[config.mk]
export PLATFORM = sky130hd
export DESIGN_NAME = grl_ctrl
export DESIGN_NICKNAME = d
export VERILOG_FILES = /design/src/grl_pkg.sv /design/src/grl_ctrl.sv /design/src/grl_sync.sv
export SDC_FILE = /design/constraint.sdc
export NUM_CORES = 1
export LEC_CHECK = 0
export BUFFER_PORTS_ARGS = -buffer_cell sky130_fd_sc_hd__buf_2
export CELL_PAD_IN_SITES_DETAIL_PLACEMENT = 1
export CELL_PAD_IN_SITES_GLOBAL_PLACEMENT = 1
export CORE_MARGIN = 4
export CORE_UTILIZATION = 33
export DETAILED_ROUTE_END_ITERATION = 8
export PLACE_DENSITY_LB_ADDON = 0.1
export SLEW_MARGIN = 25
export SYNTH_ARGS = -nofsm -noshare
export SYNTH_HDL_FRONTEND = slang
export SYNTH_SLANG_ARGS = --single-unit
[constraint.sdc]
create_clock -name clock -period 1.3 [get_ports clock]
set_input_delay 0.26 -clock clock [delete_from_list [all_inputs] [get_ports clock]]
set_output_delay 0.26 -clock clock [all_outputs]
set_load 0.03 [all_outputs]
[src/grl_pkg.sv]
/*
 * Constants and types for the bus remote/local control block.
 * Assumes a single 40 MHz clock domain and a synchronous active-low reset.
 */
// Behaviour
// - REN alone changes nothing; remote is entered on next listen addressing.
// - Talker addressing works in local and in remote alike.
// - In remote only local key and power act; local key restores local unless locked.
// - Interface clear drops talker and listener to idle and returns to local.
// - Interface clear leaves settings, data and event registers untouched.
// - Go-to-local leaves remote, re-enables keys and clears lockout.
// - Primary address is 0 to 30, factory default 16.
// - Message available bit enabled in request mask raises SRQ when output ready.
// - Unaddressed device clear returns the interface to a known condition.
// - Selective device clear does the same only when this device is addressed listener.
// - Device clear empties buffers, cancels deferred work, keeps settings and data.
// - Group trigger fires only when bus trigger is the selected source.
// - Status byte is returned on serial poll at any time.
`default_nettype none

package grl_pkg;

    // Primary address range and factory value.
    localparam logic [4:0] GRL_ADDR_MAX     = 5'h1e;
    localparam logic [4:0] GRL_ADDR_DEFAULT = 5'h10;

    // Service request enable bit position of the message-available bit.
    localparam int         GRL_MAV_BIT      = 4;
    // Request-service bit position in the returned status byte.
    localparam int         GRL_RQS_BIT      = 6;

    // Minimum interface clear hold time, for reference by the bench.
    localparam int         GRL_IFC_MIN_NS   = 100000;
    localparam int         GRL_CLK_NS       = 25;
    localparam int         GRL_IFC_MIN_CYC  = (GRL_IFC_MIN_NS + GRL_CLK_NS - 1) / GRL_CLK_NS;

    // Bus-side addressing role.
    typedef enum logic [1:0] {
        GRL_IDLE,
        GRL_LISTEN,
        GRL_TALK
    } grl_role_type;

endpackage

`default_nettype wire

[src/grl_ctrl.sv]
/*
 * Device-side remote/local, addressing, clear, trigger and service
 * request control for an instrument bus port.
 * Assumes decoded bus commands arrive as one-cycle pulses from logic on
 * the same clock; the remote-enable and interface-clear lines and the
 * panel keys come from pins and are synchronised here.
 */
`default_nettype none

module grl_ctrl
    import grl_pkg::*;
(
    // Clock and reset.
    input  wire logic       clock,
    input  wire logic       rstn,
    // Bus lines from pins.
    input  wire logic       ren_pin,
    input  wire logic       ifc_pin,
    // Decoded bus commands, one-cycle pulses.
    input  wire logic       cmd_listen,
    input  wire logic       cmd_talk,
    input  wire logic [4:0] cmd_addr,
    input  wire logic       cmd_unlisten,
    input  wire logic       cmd_untalk,
    input  wire logic       cmd_llo,
    input  wire logic       cmd_gtl,
    input  wire logic       cmd_dcl,
    input  wire logic       cmd_sdc,
    input  wire logic       cmd_get,
    input  wire logic       cmd_spe,
    input  wire logic       cmd_spd,
    // Address programming from the menu.
    input  wire logic       addr_wr,
    input  wire logic [4:0] addr_wdata,
    // Instrument status.
    input  wire logic       msg_avail,
    input  wire logic [7:0] sre_mask,
    input  wire logic [7:0] status_in,
    input  wire logic       trig_src_bus,
    // Front panel.
    input  wire logic       key_local_pin,
    input  wire logic [7:0] keys_pin,
    // Outputs.
    output logic [4:0]      bus_address_menu_item,
    output logic            remote_r,
    output logic            lockout_r,
    output logic            listener_active_state,
    output logic            talker_active_r,
    output logic            srq_r,
    output logic            spoll_active_r,
    output logic [7:0]      spoll_byte_r,
    output logic            dev_clear_r,
    output logic            trigger_r,
    output logic [7:0]      keys_r
);

    logic [9:0] sync_q;
    logic       ren_s;
    logic       ifc_s;
    logic       klocal_s;
    logic [6:0] keys_s;

    // Pins pass two flops before any logic reads them.
    grl_sync #(.WIDTH(10)) u_sync (
        .clock (clock),
        .rstn  (rstn),
        .d     ({ren_pin, ifc_pin, key_local_pin, keys_pin[6:0]}),
        .q     (sync_q)
    );

    // Unpack the synchronised pins, in the order they were packed.
    assign ren_s    = sync_q[9];
    assign ifc_s    = sync_q[8];
    assign klocal_s = sync_q[7];
    assign keys_s   = sync_q[6:0];

    // Registered state and the next values that feed it.
    logic         klocal_d_r;
    logic         klocal_d_nxt;
    grl_role_type role_r;
    grl_role_type role_nxt;
    logic [4:0]   addr_nxt;
    logic         remote_nxt;
    logic         lockout_nxt;
    logic         srq_nxt;
    logic         spoll_nxt;
    logic [7:0]   sbyte_nxt;
    logic         clr_nxt;
    logic         trig_nxt;
    logic [7:0]   keys_nxt;
    logic         listen_nxt;
    logic         talk_nxt;
    logic         my_addr;
    logic         local_press;

    // Address match against the programmed address, not the factory value.
    assign my_addr     = (cmd_addr == bus_address_menu_item);
    // Edge detect, so a held local key releases remote once and no more.
    assign local_press = klocal_s & ~klocal_d_r;

    // Next-state logic for addressing, remote/local and bus events.
    always_comb begin
        addr_nxt     = bus_address_menu_item;
        role_nxt     = role_r;
        remote_nxt   = remote_r;
        lockout_nxt  = lockout_r;
        spoll_nxt    = spoll_active_r;
        klocal_d_nxt = klocal_s;
        clr_nxt      = 1'b0;
        trig_nxt     = 1'b0;
        // Out-of-range entries are refused so the bus never sees address 31.
        if (addr_wr && addr_wdata <= GRL_ADDR_MAX) begin
            addr_nxt = addr_wdata;
        end
        // Talking needs no remote state.
        if (cmd_talk && my_addr) begin
            role_nxt = GRL_TALK;
        end else if (cmd_talk && role_r == GRL_TALK) begin
            // Another unit addressed to talk ends this unit's talker role.
            role_nxt = GRL_IDLE;
        end
        // Listen addressing enters remote only with REN already up.
        if (cmd_listen && my_addr) begin
            role_nxt = GRL_LISTEN;
            if (ren_s) begin
                remote_nxt = 1'b1;
            end
        end
        // Unaddressing drops only the role it names.
        if ((cmd_unlisten && role_r == GRL_LISTEN) || (cmd_untalk && role_r == GRL_TALK)) begin
            role_nxt = GRL_IDLE;
        end
        // Lockout may arrive in local too; it bites on the keys at once.
        if (cmd_llo) begin
            lockout_nxt = 1'b1;
        end
        // Go-to-local is an addressed command, so it needs the listener role.
        if (cmd_gtl && role_r == GRL_LISTEN) begin
            remote_nxt  = 1'b0;
            lockout_nxt = 1'b0;
        end
        // Under lockout the local key is dead; only go-to-local or dropping REN frees the panel.
        if (local_press && !lockout_r) begin
            remote_nxt = 1'b0;
        end
        // Dropping REN releases remote and lockout in any case.
        if (!ren_s) begin
            remote_nxt  = 1'b0;
            lockout_nxt = 1'b0;
        end
        // The clear pulse tells the instrument to flush its queues; settings stay.
        if (cmd_dcl || (cmd_sdc && role_r == GRL_LISTEN)) begin
            clr_nxt = 1'b1;
        end
        // A trigger from the bus is dropped unless the bus is the trigger source.
        if (cmd_get && role_r == GRL_LISTEN && trig_src_bus) begin
            trig_nxt = 1'b1;
        end
        // Serial poll mode brackets the status byte read by the controller.
        if (cmd_spe) begin
            spoll_nxt = 1'b1;
        end
        if (cmd_spd) begin
            spoll_nxt = 1'b0;
        end
        // Interface clear wins; settings and data are not touched here.
        if (ifc_s) begin
            role_nxt   = GRL_IDLE;
            remote_nxt = 1'b0;
            spoll_nxt  = 1'b0;
        end
        // Role flags are decoded here so the outputs leave straight from flops.
        listen_nxt = (role_nxt == GRL_LISTEN);
        talk_nxt   = (role_nxt == GRL_TALK);
    end

    // Status byte, service request and panel key gating.
    always_comb begin
        srq_nxt   = msg_avail & sre_mask[GRL_MAV_BIT];
        sbyte_nxt = status_in;
        // The request bit tracks the value the line will show next cycle.
        sbyte_nxt[GRL_RQS_BIT] = srq_nxt;
        // The local key only answers to lockout; remote alone leaves it live.
        keys_nxt  = {klocal_s & ~lockout_r, keys_s};
        // Remote gates all keys but local; power is not on this path.
        if (remote_r || lockout_r) begin
            keys_nxt[6:0] = 7'h00;
        end
    end

    // Every state bit and output is registered here, apart from the pin synchroniser flops in u_sync.
    always_ff @(posedge clock) begin
        if (!rstn) begin
            bus_address_menu_item <= GRL_ADDR_DEFAULT;
            role_r                <= GRL_IDLE;
            remote_r              <= 1'b0;
            lockout_r             <= 1'b0;
            spoll_active_r        <= 1'b0;
            klocal_d_r            <= 1'b0;
            dev_clear_r           <= 1'b0;
            trigger_r             <= 1'b0;
            srq_r                 <= 1'b0;
            spoll_byte_r          <= 8'h00;
            keys_r                <= 8'h00;
            listener_active_state <= 1'b0;
            talker_active_r       <= 1'b0;
        end else begin
            bus_address_menu_item <= addr_nxt;
            role_r                <= role_nxt;
            remote_r              <= remote_nxt;
            lockout_r             <= lockout_nxt;
            spoll_active_r        <= spoll_nxt;
            klocal_d_r            <= klocal_d_nxt;
            dev_clear_r           <= clr_nxt;
            trigger_r             <= trig_nxt;
            srq_r                 <= srq_nxt;
            spoll_byte_r          <= sbyte_nxt;
            keys_r                <= keys_nxt;
            listener_active_state <= listen_nxt;
            talker_active_r       <= talk_nxt;
        end
    end

endmodule

`default_nettype wire

[src/grl_sync.sv]
/*
 * Two-flip-flop synchroniser, one per bit of a bus of levels.
 * Assumes inputs arrive asynchronously to clock.
 */
`default_nettype none

module grl_sync #(
    parameter int WIDTH = 1
) (
    // Clock and reset.
    input  wire logic             clock,
    input  wire logic             rstn,
    // Levels.
    input  wire logic [WIDTH-1:0] d,
    output logic      [WIDTH-1:0] q
);

    logic [WIDTH-1:0] meta_r;
    logic [WIDTH-1:0] meta_nxt;
    logic [WIDTH-1:0] q_nxt;

    // Only the second stage reads the first, to contain metastability.
    always_comb begin
        meta_nxt = d;
        q_nxt    = meta_r;
    end

    always_ff @(posedge clock) begin
        if (!rstn) begin
            meta_r <= '0;
            q      <= '0;
        end else begin
            meta_r <= meta_nxt;
            q      <= q_nxt;
        end
    end

endmodule

`default_nettype wire

==> results <==
- For this block, the via count after detailed routing is 1213.
- Global routing consumed, over all layers together, 12.2% of the routing resources.
- The tightest min-delay check is of the in2reg type.
- The max-slew violation count is 0.
- The mean number of vias per cell is around 4.2.
- Synthesis handed over a netlist of 145 instances.
- The design draws 0.00308 W.
- By area the synthesized netlist is led by dfxtp_1 (62%), and2_1 (14%), xor2_1 (2.7%).
- The count of pins on the block boundary is 82.
- The first-pass detailed-route iteration total is 2.
- STA puts the critical path data required time at 1480 ps.
- The analysis attributes to cell leakage a power of 1.07 nW.
- Net switching is 23.6% of the power.
- After floorplanning, the core was divided into 25 placement rows.
- The number of CTS-inserted buffers is 5.
- The number of nets in the finished design is 276.
- The upper clock frequency limit is 0.769 GHz.
- Across the whole layout, storage elements account for around 1000 sq um.
- The reported max-cap violation count is 0.
- Across all hold checks on the routed design, the worst slack comes to 136 ps.
- Along the worst path, the maximum fanout reaches 5.
- The core box area is 4790 sq um.
- Summing the sequential cell areas from Yosys gives 62.1% of the chip area.
- Clock-pin slew was measured on the worst setup and hold paths at about 90 ps.
- Cells fill 47.0% of the core in the end.
- The number of inserted diodes is 0.
- Cell internal power was estimated by the tool at 0.00235 W.
- The average instance area after synthesis is 11.3 sq um.
- Across all setup checks in the final design, the least slack found is -0.788 ps.
- The area added between synthesis and finish is 36.8%.
- The starting density of the core is 34.4%.
- When the netlist entered floorplanning its net count stood at between 150 and 200.
- The switching power is around 0.00072 W.
- Dividing the detail-routed wire length by the instance count gives 12.3 um.
- The clock passes through at most 2 buffers.
- The hold path startpoint is cmd_spd.
- The transition time at the pin with the least slew margin is 400 ps.
- The most repeated cell in the gate-level netlist after synthesis is dfxtp_1.
- CTS placed an instance of clkbuf_8 at the clock tree root.
- The arrival time reported for the critical path endpoint is 1490 ps.
- The estimated wirelength of the detail-placed design is 2.83 mm.
- The iteration-0 DRC count of the detailed router is 25.
- The via count of the first global-routing pass is ~1300.
- The flow ran to the end, but the final reports show violations.
- The register bit total from synthesis is 51.
- The top cell family by delay on the critical path is simple AND/OR/NAND/NOR gates.
- The number of antenna violations at the first check in global routing was 0.
- The source of the worst register-to-register timing path is bus_address_menu_item[3].
- Once placement completed, the tool counted placed cells totaling 281.
- VDD sags by at most 692 uV.
- Counting instances in the post-synthesis netlist gives the leading cell types as dfxtp_1 (51), and2_1 (36), nor2b_1 (6).
- The worst max-slew margin expressed relative to the limit is 73.2%.
- The total number of clock tree sinks is 51.
- The share of total power dissipated in sequential elements is 53.7%.
- The worst-skew pair later-pin latency is 300 ps.
- Setup repair after global routing could not meet its margin everywhere.
- The remaining antenna violation count after routing is 0.
- In the finished design, the share of the clock period the worst path needs comes to 100%.
- The buffer and inverter count on the worst path is 0.
- The number of different library cells used by synthesis comes to 28.
- After layout, the minimum clock period comes to 1300 ps.
- The count of synthesis-stage warnings from yosys is 0.
- The height of the die is 78.6 um.
- Excluding fillers, the count of instances in the completed layout stands at 291.
- The leftover overflow at the end of global routing is 0.
- Counting flops with an async set or reset pin after synthesis yields a share of 0%.
- The area share of the largest cell type after synthesis is 62.1%.
- For this run, the leading register cell type out of synthesis is dfxtp_1.
- Setup violations remaining at the end of the flow were counted as 2.
- For this design the ratio of total power to cell area is ~1400 nW/um^2.
- The remaining design rule violation count is 0.
- The fraction of layout cells with a size suffix above 1 is 45.1%.
- The post-cts hold buffer count is 0.
- In this run the horizontal extent of the chip is 78.6 um.
- The final hold violation count came to 0.
- After filler insertion, the fill cell instance count of the layout stands at 565.
- The number of enable-type register cells in the synthesized netlist is 0.
- The number of buffers inserted by port buffering is 72.
- The die footprint is 6180 sq um.
- The largest individual stage delay along the critical path comes from the cell dfxtp_2.
- The critical path startpoint category is a flip-flop.
- The relative contribution of combinational cells to total power is 10.8%.
- The startpoint-to-endpoint class of the critical path is reg2reg.
- The final worst clock skew is ~12 ps.
- The count of H-tree levels built during CTS is 2.
- The first global-routing pass estimated 5.87 mm of wire.
- The placer's final routability congestion estimate is roughly 0.73.
- The multi-input gate area in the final layout is 624 sq um.
- The total standard cell area after synthesis is ~1600 sq um.
- The largest single stage delay on the critical path is 340 ps.
- The setup slack at placement is -31.9 ps.
- The launch point of the worst path is bus_address_menu_item[3].
- The checks that failed: negative setup slack.
- The power share of the clock group is between 30% and 40%.
- The largest area contributor in the synthesized netlist is dfxtp_1.
- The critical path goes through xor2_1 -> nor3_4 -> nand3_2 -> a31o_1.
- TritonCTS built the clock tree.
- Entering global routing, the biggest net connects 22 pins.
- The type of destination of the critical path is a flip-flop.
- The wire length reported by the detailed router is 3.59 mm.
[power by group through the flow]
stage / Clock, W / Sequential, W / Combinational [W]
2_1_floorplan: 0 / 0.00175 / 0.000119
3_3_place_gp: 0 / 0.00168 / 0.000312
3_5_place_dp: 0 / 0.00169 / 0.000322
4_1_cts: 0.00113 / 0.00165 / 0.000332
5_1_grt: 0.00121 / 0.00166 / 0.000365
6_report: 0.00109 / 0.00165 / 0.000333
[placed cells by master (no fill, tap or decap), types with 2 or more instances in the layout]
| master | netlist | final |
|---|---|---|
| buf_4 | 1 | 4 |
| nand2_1 | 4 | 4 |
| xor2_2 | 0 | 2 |
| o21ai_0 | 3 | 3 |
| and2_1 | 36 | 36 |
| and3_1 | 2 | 2 |
| nor2_1 | 4 | 4 |
| xor2_1 | 5 | 3 |
| buf_2 | 0 | 72 |
| a31o_1 | 2 | 2 |
| nor3b_2 | 0 | 2 |
| inv_1 | 3 | 3 |
| mux2i_1 | 4 | 4 |
| a21oi_1 | 4 | 3 |
| clkbuf_8 | 0 | 5 |
| dfxtp_2 | 0 | 4 |
| nor2b_1 | 6 | 6 |
| dfxtp_1 | 51 | 47 |
[timing repair]
action | 4_1_cts | 5_1_grt
endpoints found under the setup margin | 4 | 5
setup buffers | 1 | 1
resized for setup | 4 | 4
pin swaps | 5 | 3
[flip-flops by register name, indices dropped and copies added, names as in the netlist]
name / cells
role_r: 2
talker_active_r: 1
u_sync.q: 10
trigger_r: 1
keys_r: 8
klocal_d_r: 1
u_sync.meta_r: 10
lockout_r: 1
spoll_byte_r: 8
spoll_active_r: 1
listener_active_state: 1
dev_clear_r: 1
remote_r: 1
bus_address_menu_item: 5
[worst paths after layout]
kind,to,slack [ps],cells past startpoint
worst max-delay path,role_r[0],-0.8,4
worst min-delay path,spoll_active_r,140,2
worst max register to register,role_r[0],-0.8,4
worst min register to register,keys_r[2],440,1
[final cells by class]
type,instances,area share (%)
Sequential cell,51,45.6
Clock inverter,3,2.06
Tap cell,67,3.72
Timing Repair Buffer,76,17.3
Multi-Input combinational cell,86,27.7
Clock buffer,5,3.06
Inverter,3,0.500
[logic make-up (layout without fill, tap and decap cells)]
| group | count (synthesis) | after routing | share of synthesized area [%] |
|---|---|---|---|
| buf+inv | 8 | 87 | 2.05 |
| compound gates | 13 | 13 | 5.70 |
| xor+xnor | 5 | 5 | 2.66 |
| flops | 51 | 51 | 62.1 |
| mux | 4 | 4 | 2.43 |
| simple gates | 64 | 64 | 25.1 |
[worst reg2reg max path, stage by stage, from the launching register on]
cell and delay [ps]:
dfxtp_2 340, xor2_1 180, nor3_4 310, nand3_2 160, a31o_1 210
[per-layer routing]
layer	up-vias	GRT usage, %	part of all wire (%)
li1	625	-	-
met1	534	13.0	40
met2	49	21.9	50
met3	5	5.39	9.3
met4	0	3.15	0.95
met5	-	0	0
[metrics by stage]
stage	cell area [sq um]	setup TNS (ps)
finish	2250	-1.57
global route	2250	-339
CTS	2220	0
detailed placement	2080	-107
global placement	2080	0
floorplan	1650	0
Power figures use the tool's default switching activity.
